[src/inc/emp_params.svh]
`ifndef EMP_PARAMS_SVH
`define EMP_PARAMS_SVH

// ****************************************************************
// I/O ports and indices
// ****************************************************************
`define EMP_PORT_IDX     16'h0028
`define EMP_PORT_DAT     16'h0024
`define EMP_IDX_CTL      8'h28
`define EMP_IDX_ADR      8'h29
`define EMP_IDX_XFR      8'h2A
`define EMP_CTL_GO       7
`define EMP_CTL_WR       6
`define EMP_CTL_DESC_WR  8'hC3

// ****************************************************************
// Transfer destinations and sources
// ****************************************************************
`define EMP_DST_DESC     4'h3
`define EMP_DST_ETR_LO   4'h4
`define EMP_DST_ETR_HI   4'h5
`define EMP_DST_NCLO     4'h6
`define EMP_DST_NCHI     4'h7
`define EMP_DST_UCL_LO   4'h8
`define EMP_DST_UCL_HI   4'h9
`define EMP_DST_TM_LO    4'hA
`define EMP_DST_TM_HI    4'hB
`define EMP_DST_TRM_LO   4'hC
`define EMP_DST_TRM_HI   4'hD

// ****************************************************************
// Table geometry and address fields
// ****************************************************************
`define EMP_PAGES        24
`define EMP_ETRS         4
`define EMP_RAM_BASE     8'h08
`define EMP_RAM_TOP      8'h1F
`define EMP_SEG_BASE     6'h28
`define EMP_PG_LSB       14
`define EMP_PG_MSB       19
`define EMP_NC_LSB       12
`define EMP_HI_LSB       20

// ****************************************************************
// Page descriptor bits
// ****************************************************************
`define EMP_D_SHD        0
`define EMP_D_RD         1
`define EMP_D_WR         2
`define EMP_D_CCH        3
`define EMP_D_EMS        5

// ****************************************************************
// Reset values
// ****************************************************************
`define EMP_ETR_RST      14'h0040
`define EMP_UCL_RST      14'h0000
`define EMP_TM_RST       14'h0040
`define EMP_TRM_RST      14'h0040
`define EMP_BYTE_RST     8'h00

`endif

[src/inc/emp_pkg.sv]
package emp_pkg;

  // ****************************************************************
  // Shared types
  // ****************************************************************
  typedef logic [13:0] emp_blk_t;
  typedef logic [7:0]  emp_desc_t;
  typedef enum logic [1:0] {EMP_GO_NONE, EMP_GO_DRAM, EMP_GO_ROM} emp_route_t;

endpackage

[src/inc/emp_reg_if.sv]
`timescale 1ns/1ps
// Byte-wide write path to one 14-bit table register and its value.
interface emp_reg_if;
  logic [7:0]        wdata;
  logic              we_lo;
  logic              we_hi;
  emp_pkg::emp_blk_t q;
  modport ctl     (output wdata, output we_lo, output we_hi, input q);
  modport reg_side(input wdata, input we_lo, input we_hi, output q);
endinterface

[src/verilog/emp_decode.sv]
`timescale 1ns/1ps
`include "emp_params.svh"
module emp_decode
  import emp_pkg::*;
(
  input  wire logic        clk_i,
  input  wire logic        rst_i,
  input  wire logic        io_wr_i,
  input  wire logic        io_rd_i,
  input  wire logic [15:0] io_addr_i,
  input  wire logic [7:0]  io_wdata_i,
  input  wire logic [27:0] mem_addr_i,
  input  wire logic        mem_wr_i,
  output logic      [7:0]  io_rdata_o,
  output logic      [27:0] phys_addr_o,
  output logic             win_hit_o,
  output logic             dram_sel_o,
  output logic             rom_sel_o,
  output logic             cacheable_o
);

  // ****************************************************************
  // Configuration state
  // ****************************************************************
  logic [7:0]  idx_reg;
  logic [7:0]  ram_adr_reg;
  logic [7:0]  xfr_reg;
  logic [7:0]  xfr_next;
  logic [7:0]  ctl_reg;
  logic [7:0]  nclo_reg;
  logic [7:0]  nchi_reg;
  logic [7:0]  src_val;
  emp_desc_t   desc_reg [`EMP_PAGES];

  emp_reg_if   etr_if [`EMP_ETRS] ();
  emp_reg_if   ucl_if ();
  emp_reg_if   tm_if ();
  emp_reg_if   trm_if ();
  emp_blk_t    etr_q [`EMP_ETRS];

  // ****************************************************************
  // I/O port decode
  // ****************************************************************
  wire         wr_idx  = io_wr_i && (io_addr_i == `EMP_PORT_IDX);
  wire         wr_dat  = io_wr_i && (io_addr_i == `EMP_PORT_DAT);
  wire         rd_dat  = io_rd_i && (io_addr_i == `EMP_PORT_DAT);
  wire         go      = wr_dat && (idx_reg == `EMP_IDX_CTL) && io_wdata_i[`EMP_CTL_GO];
  wire         go_wr   = go && io_wdata_i[`EMP_CTL_WR];
  wire         go_rd   = go && !io_wdata_i[`EMP_CTL_WR];
  wire [3:0]   dst     = io_wdata_i[3:0];

  // Table locations outside the page range are simply not written.
  wire         ram_ok  = (ram_adr_reg >= `EMP_RAM_BASE) && (ram_adr_reg <= `EMP_RAM_TOP);
  wire [7:0]   ram_off = ram_adr_reg - `EMP_RAM_BASE;
  wire [4:0]   ram_pg  = ram_off[4:0];
  // The base is a multiple of four, so the low bits pick the shared entry.
  wire [1:0]   etr_sel = ram_off[1:0];

  wire         we_desc = go_wr && ram_ok && (dst == `EMP_DST_DESC);
  wire         we_elo  = go_wr && ram_ok && (dst == `EMP_DST_ETR_LO);
  wire         we_ehi  = go_wr && ram_ok && (dst == `EMP_DST_ETR_HI);

  // ****************************************************************
  // Index, staging and static table registers
  // ****************************************************************
  // Index and staging registers follow port writes; transfers use staged data.
  always_ff @(posedge clk_i)
  begin
    if (rst_i)
    begin
      idx_reg     <= `EMP_BYTE_RST;
      ram_adr_reg <= `EMP_BYTE_RST;
      xfr_reg     <= `EMP_BYTE_RST;
      ctl_reg     <= `EMP_BYTE_RST;
    end
    else
    begin
      if (wr_idx)
      begin
        idx_reg <= io_wdata_i;
      end
      if (wr_dat && (idx_reg == `EMP_IDX_ADR))
      begin
        ram_adr_reg <= io_wdata_i;
      end
      if (wr_dat && (idx_reg == `EMP_IDX_CTL))
      begin
        ctl_reg <= io_wdata_i;
      end
      xfr_reg <= xfr_next;
    end
  end

  // Read transfers overwrite the staged word, so a later data write wins.
  always_comb
  begin
    xfr_next = xfr_reg;
    if (wr_dat && (idx_reg == `EMP_IDX_XFR))
    begin
      xfr_next = io_wdata_i;
    end
    else if (go_rd)
    begin
      xfr_next = src_val;
    end
  end

  // Descriptors and low-window boundaries load on the control write edge.
  always_ff @(posedge clk_i)
  begin
    if (rst_i)
    begin
      for (int i = 0; i < `EMP_PAGES; i++)
      begin
        desc_reg[i] <= `EMP_BYTE_RST;
      end
      nclo_reg <= `EMP_BYTE_RST;
      nchi_reg <= `EMP_BYTE_RST;
    end
    else
    begin
      if (we_desc)
      begin
        desc_reg[ram_pg] <= xfr_reg;
      end
      if (go_wr && (dst == `EMP_DST_NCLO))
      begin
        nclo_reg <= xfr_reg;
      end
      if (go_wr && (dst == `EMP_DST_NCHI))
      begin
        nchi_reg <= xfr_reg;
      end
    end
  end

  // ****************************************************************
  // Fourteen-bit table registers
  // ****************************************************************
  // Four translation entries shared among all twenty-four pages.
  for (genvar g = 0; g < `EMP_ETRS; g++)
  begin : g_etr
    assign etr_if[g].wdata = xfr_reg;
    assign etr_if[g].we_lo = we_elo && (etr_sel == 2'(g));
    assign etr_if[g].we_hi = we_ehi && (etr_sel == 2'(g));
    assign etr_q[g]        = etr_if[g].q;
    emp_blk_reg #(.RST(`EMP_ETR_RST)) u_etr
    (
      .clk_i (clk_i),
      .rst_i (rst_i),
      .r     (etr_if[g])
    );
  end

  // Upper cache limit, top of memory and remap upper limit.
  assign ucl_if.wdata = xfr_reg;
  assign ucl_if.we_lo = go_wr && (dst == `EMP_DST_UCL_LO);
  assign ucl_if.we_hi = go_wr && (dst == `EMP_DST_UCL_HI);
  assign tm_if.wdata  = xfr_reg;
  assign tm_if.we_lo  = go_wr && (dst == `EMP_DST_TM_LO);
  assign tm_if.we_hi  = go_wr && (dst == `EMP_DST_TM_HI);
  assign trm_if.wdata = xfr_reg;
  assign trm_if.we_lo = go_wr && (dst == `EMP_DST_TRM_LO);
  assign trm_if.we_hi = go_wr && (dst == `EMP_DST_TRM_HI);

  emp_blk_reg #(.RST(`EMP_UCL_RST)) u_ucl
  (
    .clk_i (clk_i),
    .rst_i (rst_i),
    .r     (ucl_if)
  );

  emp_blk_reg #(.RST(`EMP_TM_RST)) u_tm
  (
    .clk_i (clk_i),
    .rst_i (rst_i),
    .r     (tm_if)
  );

  emp_blk_reg #(.RST(`EMP_TRM_RST)) u_trm
  (
    .clk_i (clk_i),
    .rst_i (rst_i),
    .r     (trm_if)
  );

  wire emp_blk_t ucl_q = ucl_if.q;
  wire emp_blk_t tm_q  = tm_if.q;
  wire emp_blk_t trm_q = trm_if.q;

  // ****************************************************************
  // Read-back selection
  // ****************************************************************
  // Source of a read transfer; unmapped sources return zero.
  wire emp_desc_t rd_desc = ram_ok ? desc_reg[ram_pg] : `EMP_BYTE_RST;
  wire emp_blk_t  rd_etr  = ram_ok ? etr_q[etr_sel] : '0;
  assign src_val =
    (dst == `EMP_DST_DESC)   ? rd_desc :
    (dst == `EMP_DST_ETR_LO) ? rd_etr[7:0] :
    (dst == `EMP_DST_ETR_HI) ? {2'b00, rd_etr[13:8]} :
    (dst == `EMP_DST_NCLO)   ? nclo_reg :
    (dst == `EMP_DST_NCHI)   ? nchi_reg :
    (dst == `EMP_DST_UCL_LO) ? ucl_q[7:0] :
    (dst == `EMP_DST_UCL_HI) ? {2'b00, ucl_q[13:8]} :
    (dst == `EMP_DST_TM_LO)  ? tm_q[7:0] :
    (dst == `EMP_DST_TM_HI)  ? {2'b00, tm_q[13:8]} :
    (dst == `EMP_DST_TRM_LO) ? trm_q[7:0] :
    (dst == `EMP_DST_TRM_HI) ? {2'b00, trm_q[13:8]} : `EMP_BYTE_RST;

  // Data port read of the selected index register.
  wire [7:0]  port_val =
    (idx_reg == `EMP_IDX_XFR) ? xfr_reg :
    (idx_reg == `EMP_IDX_ADR) ? ram_adr_reg :
    (idx_reg == `EMP_IDX_CTL) ? ctl_reg : `EMP_BYTE_RST;

  // ****************************************************************
  // Memory address decode
  // ****************************************************************
  wire         low_1m    = (mem_addr_i[27:`EMP_HI_LSB] == '0);
  wire [5:0]   seg       = mem_addr_i[`EMP_PG_MSB:`EMP_PG_LSB];
  wire         in_region = low_1m && (seg >= `EMP_SEG_BASE);
  wire [5:0]   pg_full   = seg - `EMP_SEG_BASE;
  wire [4:0]   pg        = pg_full[4:0];
  wire emp_desc_t cur    = in_region ? desc_reg[pg] : `EMP_BYTE_RST;
  wire emp_blk_t  blk    = mem_addr_i[27:`EMP_PG_LSB];

  // Window translation: entry supplies the block, the offset passes through.
  wire         is_win  = in_region && cur[`EMP_D_EMS];
  wire emp_blk_t  xblk = etr_q[pg[1:0]];
  wire [27:0]  xlat    = {xblk, mem_addr_i[`EMP_PG_LSB-1:0]};

  // Remap is live only when the remap limit exceeds top of memory.
  wire         remap_on = trm_q > tm_q;
  wire         blocked  = is_win && remap_on && (xblk >= tm_q) && (xblk < trm_q);

  // Shadow attributes count only without EMS and with the shadow bit set.
  wire         shd     = in_region && !cur[`EMP_D_EMS] && cur[`EMP_D_SHD];
  wire         shd_hit = mem_wr_i ? cur[`EMP_D_WR] : cur[`EMP_D_RD];

  wire emp_route_t route =
    is_win    ? (blocked ? EMP_GO_NONE : EMP_GO_DRAM) :
    shd       ? (shd_hit ? EMP_GO_DRAM : EMP_GO_ROM) :
    in_region ? EMP_GO_ROM :
    (blk < trm_q) ? EMP_GO_DRAM : EMP_GO_NONE;

  // Cacheability: any one source marking the address wins.
  wire [7:0]   nc_key  = mem_addr_i[`EMP_HI_LSB-1:`EMP_NC_LSB];
  wire         nc_low  = (nclo_reg != nchi_reg) && low_1m &&
                         (nc_key >= nclo_reg) && (nc_key < nchi_reg);
  wire         nc_top  = blk >= ucl_q;
  wire         nc_page = in_region && !cur[`EMP_D_CCH];
  wire         cache_ok = !(nc_low || nc_top || nc_page);

  // ****************************************************************
  // Output registers
  // ****************************************************************
  // Decisions are combinational from the address but leave through flops,
  // which costs one cycle of latency in exchange for clean output timing.
  always_ff @(posedge clk_i)
  begin
    if (rst_i)
    begin
      io_rdata_o  <= `EMP_BYTE_RST;
      phys_addr_o <= '0;
      win_hit_o   <= 1'b0;
      dram_sel_o  <= 1'b0;
      rom_sel_o   <= 1'b0;
      cacheable_o <= 1'b0;
    end
    else
    begin
      io_rdata_o  <= rd_dat ? port_val : `EMP_BYTE_RST;
      phys_addr_o <= is_win ? xlat : mem_addr_i;
      win_hit_o   <= is_win;
      dram_sel_o  <= (route == EMP_GO_DRAM);
      rom_sel_o   <= (route == EMP_GO_ROM);
      cacheable_o <= cache_ok;
    end
  end
endmodule

[src/verilog/emp_blk_reg.sv]
`timescale 1ns/1ps
// A 14-bit register loaded one byte at a time, low byte and high bits in either order.
module emp_blk_reg
  import emp_pkg::*;
#(
  parameter emp_blk_t RST = '0
)
(
  input  wire logic    clk_i,
  input  wire logic    rst_i,
  emp_reg_if.reg_side  r
);

  emp_blk_t val_reg;

  // Each byte lane loads on its own strobe; the upper lane keeps six bits.
  always_ff @(posedge clk_i)
  begin
    if (rst_i)
    begin
      val_reg <= RST;
    end
    else
    begin
      if (r.we_lo)
      begin
        val_reg[7:0] <= r.wdata;
      end
      if (r.we_hi)
      begin
        val_reg[13:8] <= r.wdata[5:0];
      end
    end
  end

  assign r.q = val_reg;

endmodule

[config.mk]
export PLATFORM = sky130hd
export DESIGN_NAME = emp_decode
export DESIGN_NICKNAME = d
export VERILOG_FILES = /design/src/inc/emp_pkg.sv /design/src/inc/emp_reg_if.sv /design/src/verilog/emp_decode.sv /design/src/verilog/emp_blk_reg.sv
export VERILOG_INCLUDE_DIRS = /design/src /design/src/inc
export SDC_FILE = /design/constraint.sdc
export NUM_CORES = 1
export LEC_CHECK = 0
export BUFFER_PORTS_ARGS = -buffer_cell sky130_fd_sc_hd__buf_2
export CORE_MARGIN = 2
export CORE_UTILIZATION = 46
export CTS_CLUSTER_DIAMETER = 200
export CTS_CLUSTER_SIZE = 10
export DETAILED_ROUTE_END_ITERATION = 8
export GPL_TIMING_DRIVEN = 0
export SETUP_SLACK_MARGIN = 0.2
export SYNTH_ARGS = -nofsm -noshare
export SYNTH_HDL_FRONTEND = slang
export SYNTH_SLANG_ARGS = --single-unit
export TNS_END_PERCENT = 30
[constraint.sdc]
create_clock -name clk_i -period 4.1 [get_ports clk_i]
set_input_delay 0.205 -clock clk_i [delete_from_list [all_inputs] [get_ports clk_i]]
set_output_delay 0.205 -clock clk_i [all_outputs]
set_load 0.01 [all_outputs]
==> results of run 1 <==
-- worst max-delay path by stage --
stage / from / to / slack [ns] / cells after the start
4_1_cts: ram_adr_reg[7] / desc_reg[2][6] / -0.11 / 7
6_report: ram_adr_reg[7] / desc_reg[12][7] / 0.16 / 7
5_1_grt: ram_adr_reg[7] / desc_reg[21][6] / 0.19 / 7
3_3_place_gp: mem_addr_i[15] / dram_sel_o / -0.59 / 13
3_5_place_dp: mem_addr_i[15] / dram_sel_o / -0.64 / 13
2_1_floorplan: mem_addr_i[14] / dram_sel_o / 0.82 / 13
-- cells in the final DEF, fill, tap and decap left out, types with 9 or more instances in the layout --
master         count
edfxtp_1         256
nand2_1          226
and2_1           193
dfxtp_1          186
nor2_1           145
mux4_2           142
a21oi_1          136
buf_2            117
clkbuf_1         104
ha_1              87
mux2i_1           73
inv_1             66
clkbuf_16         50
nand3_1           45
nor2b_1           33
o21ai_0           31
dlygate4sd3_1     25
nor3_1            20
nand4_1           20
o21ai_2           14
buf_4             13
a211oi_1          12
a21o_1            12
a22oi_1           11
nand2b_1          10
nor2_2            10
o22ai_1           10
nor4_1             9
o21ai_1            9
-- worst reg2reg max path, cell delays in order, from the launching register on --
cell and delay [ns]:
dfxtp_1 0.32, nor3_1 0.55, nand4b_2 0.41, nand2b_1 0.30, nor4_4 0.43, nand2_1 0.33, buf_2 0.35, o21ai_1 0.85
-- cells in the mapped netlist, types with 8 or more instances --
library cell,number,area (um^2)
a211oi_1,12,90.1
a21o_1,12,90.1
a21oi_1,136,681
a22oi_1,11,82.6
and2_1,193,1210
buf_1,8,30.0
buf_2,30,150
buf_4,12,90.1
clkbuf_1,87,327
dfxtp_1,186,3720
edfxtp_1,256,7690
ha_1,87,1090
inv_1,66,248
mux2i_1,73,731
mux4_2,142,3200
nand2_1,226,848
nand2b_1,10,62.6
nand3_1,45,225
nand4_1,20,125
nor2_1,147,552
nor2_2,8,50.1
nor2b_1,33,206
nor3_1,20,100
nor4_1,9,56.3
o21ai_0,54,270
o22ai_1,10,62.6
xor2_1,8,70.1
-- power breakdown --
part | switching [mW] | internal, mW | total (mW)
registers | 0.0467 | 4.79 | 4.83
clock network | 1.87 | 2.23 | 4.10
logic | 0.357 | 0.216 | 0.572
-- kinds of logic after synthesis --
family,share of synthesized area
AO/OA/AOI/OAI,0.0763
XOR/XNOR,0.00306
adder cells (fa/ha/maj),0.0475
buffers and inverters,0.0382
flip-flops,0.498
multiplexers,0.174
AND/OR/NAND/NOR,0.163
-- repair_timing --
item / CTS / global route
endpoints found under the hold margin: 30 / 0
hold buffers: 25 / 0
setup endpoints to repair: 188 / 212
buffers inserted: 0 / 0
gates resized for setup: 30 / 17
-- layout make-up --
cell class                      count  area, um^2
Clock inverter                      4        67.6
Clock buffer                       68        1320
Inverter                           68         255
Timing Repair Buffer              115         701
Antenna cell                        1        2.50
Buffer                            139         633
Multi-Input combinational cell   1354       10700
Sequential cell                   442       11400
Fill cell                        4371       23100
Tap cell                          664         831
-- metal layers --
metal  GRT usage  vias up  part of all wire  wire length [um]
li1            -     7654                 -                 -
met1       0.470     8928              0.43             35300
met2       0.480      993              0.44             35800
met3      0.0604      123              0.10              8470
met4      0.0917        2             0.026              2080
met5           0        -           0.00016                13
-- through the flow --
stage               power (mW)  setup WS, ns
floorplan                 5.22         0.821
global placement          5.46        -0.588
detailed placement        5.47        -0.641
CTS                       9.50        -0.112
global route              9.73         0.194
finish                    9.51         0.158
==> flow_summary.json, run 1 <==
{
  "path_buf_inv": 1,
  "drt-total-wl_mm": 81.6,
  "hold_ws_ns": 0.0790,
  "finalSetupTns_ns": 0,
  "dieWidth_um": 227,
  "r2r_end": "desc_reg[12][7]",
  "synthArstFlopShare": 0,
  "dp.cells": 2756,
  "synthFlopType": "edfxtp_1",
  "cp-end-kind": "flop",
  "wl_per_cell_um": 28.6,
  "dieArea_mm2": 0.0516,
  "antenna_found_initial": 2,
  "fin_crit_sh": 0.962,
  "htree_num_levels": 2,
  "tritoncts": "built",
  "synthCells": 2003,
  "worstPathMaxFanout": 10,
  "r2r-start": "ram_adr_reg[7]",
  "post-route-util": 0.528,
  "grt_max_degree": 15,
  "yosysSeqAreaShare": 0.498,
  "root_buffer": "clkbuf_16",
  "grt_overflow": 0,
  "track_usage": 0.319,
  "port-buffer-count": 89,
  "hold_path_end": "io_rdata_o[3]",
  "grt_first_pass_wirelength_mm": 116,
  "io_pins": 97,
  "setup_viol": 0,
  "synth-edff-count": 256,
  "period_needed_ns": 3.94,
  "gp_congestion": 0.980,
  "cts_inserted_buffers": 50,
  "viasPerCell": 6.20,
  "synth.avg_cell_area_um2": 11.4,
  "hold_class": "input pin to flop",
  "slowest_stage": "o21ai_1",
  "ant_nets": 0,
  "reg2regPathDepth": 7,
  "relSlewSlack": 0.0675,
  "crit_chain": "nor3_1, nand4b_2, nand2b_1, nor4_4, nand2_1, buf_2, o21ai_1",
  "fp-row-count": 81,
  "start_kind": "flop",
  "critPathMaxStageDelay_ns": 0.84,
  "cp_top_family": "simple AND/OR/NAND/NOR gates",
  "status": "finished clean",
  "clock_sinks": 442,
  "crit_arrival_ns": 4.17,
  "power_density_mw_per_mm2": 367,
  "worst_pin_slew_ns": 1.40,
  "worstSkewPairLatency_ns": 0.63,
  "dpl_cell_area_mm2": 0.0242,
  "syn2layout_area_growth_pct": 13.1,
  "maxSlewViolCount": 0,
  "vias": 17700,
  "ys_types": 63,
  "clk_path_buf_depth": 3,
  "start_util": 0.467,
  "largest_reg_flops": 256,
  "grt_pass1_vias": 16900,
  "drive_gt1_frac": 0.171,
  "stdcell_count": 2855,
  "num-nets-final": 2314,
  "synth_nets": 2147,
  "vdd_ir_drop_max_uv": 320,
  "synth_warnings": 0,
  "hold_violations": 0,
  "cts.clk_slew.worst_paths_ns": 0.06,
  "rrSetupSlack_ns": 0.16,
  "drtIter0Drc": 2424,
  "fin_area_mm2": 0.0259,
  "synth_area_mm2": 0.0229,
  "drc": 0,
  "die_h_um": 227,
  "ys_ff_latch": 442,
  "rsz0062_at_grt": "true",
  "crit_type": "flop to flop",
  "drt_first_pass_iters": 6,
  "core_mm2": 0.0491,
  "max_freq_mhz": 254,
  "clock_skew_ns": 0.0335,
  "cap_violations": 0,
  "hp-start": "io_rd_i",
  "required_ns": 4.32,
  "min_path_cells": 3,
  "hpwlAfterDp_mm": 59.5,
  "cellLeakagePower_nw": 9.05
}
No activity file was read; power rests on OpenSTA's default activity.
==> run 2: changes to the inputs <==
Settings changed: SETUP_SLACK_MARGIN 0.2 to unset.
Clock period 4.1 ns to 3.2 ns, I/O delays scaled along.
==> run 2 against run 1 <==
Maximum frequency up 24%. Cell area up 2.8%. Die area unchanged.
==> flow_summary.json, run 2 (synthesized netlist as in run 1, its figures left out) <==
{
  "maxSlewViolCount": 0,
  "reg2regPathDepth": 9,
  "vdd_ir_drop_max_uv": 361,
  "cts_inserted_buffers": 50,
  "clock_skew_ns": 0.0178,
  "viasPerCell": 6.21,
  "crit_arrival_ns": 3.66,
  "status": "finished clean",
  "die_h_um": 227,
  "port-buffer-count": 89,
  "fillers": 4235,
  "hold_violations": 0,
  "root_buffer": "clkbuf_16",
  "hold_ws_ns": 0.0120,
  "cap_violations": 0,
  "drt-total-wl_mm": 81.4,
  "final_cell_mix": "edfxtp_1 (256), nand2_1 (225), and2_1 (193)",
  "start_util": 0.467,
  "stdcell_count": 2869,
  "drc": 0,
  "critPathMaxStageDelay_ns": 0.56,
  "htree_num_levels": 2,
  "cp_top_family": "buffers and inverters",
  "diodes": 0,
  "slowest_stage": "a2111oi_0",
  "relSlewSlack": 0.0645,
  "p_sw_frac": 0.236,
  "wl_per_cell_um": 28.4,
  "multi_input_area_mm2": 0.0110,
  "crit_type": "flop to flop",
  "hold_class": "input pin to flop",
  "ant_nets": 0,
  "required_ns": 3.68,
  "r2r_end": "etr_if[0].wdata[5]",
  "dp.cells": 2756,
  "worstPathMaxFanout": 10,
  "max_freq_mhz": 314,
  "grt_overflow": 0,
  "gp_congestion": 0.988,
  "antenna_found_initial": 2,
  "layout.cells.most_common": "edfxtp_1",
  "fin_crit_sh": 0.995,
  "combPwrFrac": 0.066,
  "drtIter0Drc": 1985,
  "setup_viol": 0,
  "core_mm2": 0.0491,
  "crit_chain": "clkbuf_1, clkbuf_4, buf_4, buf_2, mux4_2, a22oi_1, nand2_1, a2111oi_0, nor3_1",
  "track_usage": 0.319,
  "tritoncts": "built",
  "drive_gt1_frac": 0.191,
  "rrSetupSlack_ns": 0.02,
  "path_buf_inv": 4,
  "cp-end-kind": "flop",
  "fp-row-count": 81,
  "dieArea_mm2": 0.0516,
  "cellLeakagePower_nw": 9.29,
  "vias": 17800,
  "critical_path_cell_count": 9,
  "worst_pin_slew_ns": 1.40,
  "cts.clk_slew.worst_paths_ns": 0.06,
  "drt_first_pass_iters": 5,
  "syn2layout_area_growth_pct": 16.2,
  "hpwlAfterDp_mm": 59.5,
  "dieWidth_um": 227,
  "num-nets-final": 2329,
  "p_clk_frac": 0.427,
  "switchingPower_mw": 2.88,
  "largest_reg_flops": 256,
  "power_density_mw_per_mm2": 458,
  "io_pins": 97,
  "clock_sinks": 442,
  "grt_pass1_vias": 17100,
  "regArea_mm2": 0.0114,
  "grt_max_degree": 20,
  "totalPowerFinal_mw": 12.2,
  "r2r-start": "ram_adr_reg[1]",
  "p_int_mw": 9.32,
  "crit_path_end": "etr_if[0].wdata[5]",
  "period_needed_ns": 3.18,
  "cp-startpoint": "ram_adr_reg[1]",
  "start_kind": "flop",
  "worstSkewPairLatency_ns": 0.62,
  "grt_first_pass_wirelength_mm": 117,
  "rsz0062_at_grt": "true",
  "clk_path_buf_depth": 3,
  "seq_power_share": 0.507
}
run 2: changes by cell type in the layout (fill, tap and decap cells not counted), sizes merged:
cell,change
buf,+14
clkdlybuf4s15,+1
diode,-1
run 2: worst min path at each step:
stage               slack, ns               to      startpoint  depth (start not counted)
global placement         0.38   phys_addr_o[6]   mem_addr_i[6]                          2
detailed placement       0.38  phys_addr_o[11]  mem_addr_i[11]                          2
CTS                     0.001    io_rdata_o[6]         io_rd_i                          3
finish                   0.01    io_rdata_o[6]         io_rd_i                          3
global route             0.02    io_rdata_o[6]         io_rd_i                          3
floorplan                0.28  phys_addr_o[20]  mem_addr_i[20]                          2
run 2: repair_timing:
item / 4_1_cts / 5_1_grt
buffers inserted: 0 / 18
pin swaps: 4 / 19
gates resized for setup: 88 / 42
hold buffers: 25 / 0
setup endpoints to repair: 445 / 460
hold endpoints to repair: 31 / 0
run 2: power groups by stage:
stage	Clock, mW	Combinational [mW]	Sequential [mW]
after floorplan	0	0.389	6.30
after global placement	0	0.686	6.30
after detailed placement	0	0.689	6.31
after CTS	5.22	0.729	6.19
after global routing	5.47	0.842	6.20
final	5.21	0.804	6.19
run 2: final cells by class:
cell class                      count  share of cell area
Clock inverter                      4             0.00254
Tap cell                          664              0.0312
Buffer                            137              0.0258
Clock buffer                       68              0.0495
Inverter                           68             0.00958
Sequential cell                   442               0.428
Timing Repair Buffer              132              0.0393
Multi-Input combinational cell   1354               0.414
run 2: worst register-to-register path, cell delays in order, from the launching register on:
cell and delay (ns):
dfxtp_1 0.31, clkbuf_1 0.21, clkbuf_4 0.34, buf_4 0.29, buf_2 0.34, mux4_2 0.35
a22oi_1 0.44, nand2_1 0.11, a2111oi_0 0.56, nor3_1 0.10
run 2: per-layer routing:
| layer | vias to the layer above | GRT usage | share of wire |
|---|---|---|---|
| li1 | 7677 | - | - |
| met1 | 8941 | 0.468 | 0.42 |
| met2 | 1075 | 0.488 | 0.45 |
| met3 | 124 | 0.0641 | 0.11 |
| met4 | 2 | 0.0753 | 0.022 |
| met5 | - | 0 | 0.00017 |
run 2: through the flow:
| step | setup TNS [ns] | setup WS, ns | cell area (um^2) | utilization |
|---|---|---|---|---|
| floorplan | 0 | 0.0624 | 22900 | - |
| global placement | -255.84 | -1.45 | 24200 | 0.493 |
| global route | -0.178 | -0.143 | 26600 | 0.543 |
| detailed placement | -238.11 | -1.42 | 24200 | 0.493 |
| finish | 0 | 0.0154 | 26600 | 0.543 |
| CTS | -15.00 | -0.156 | 26100 | 0.532 |
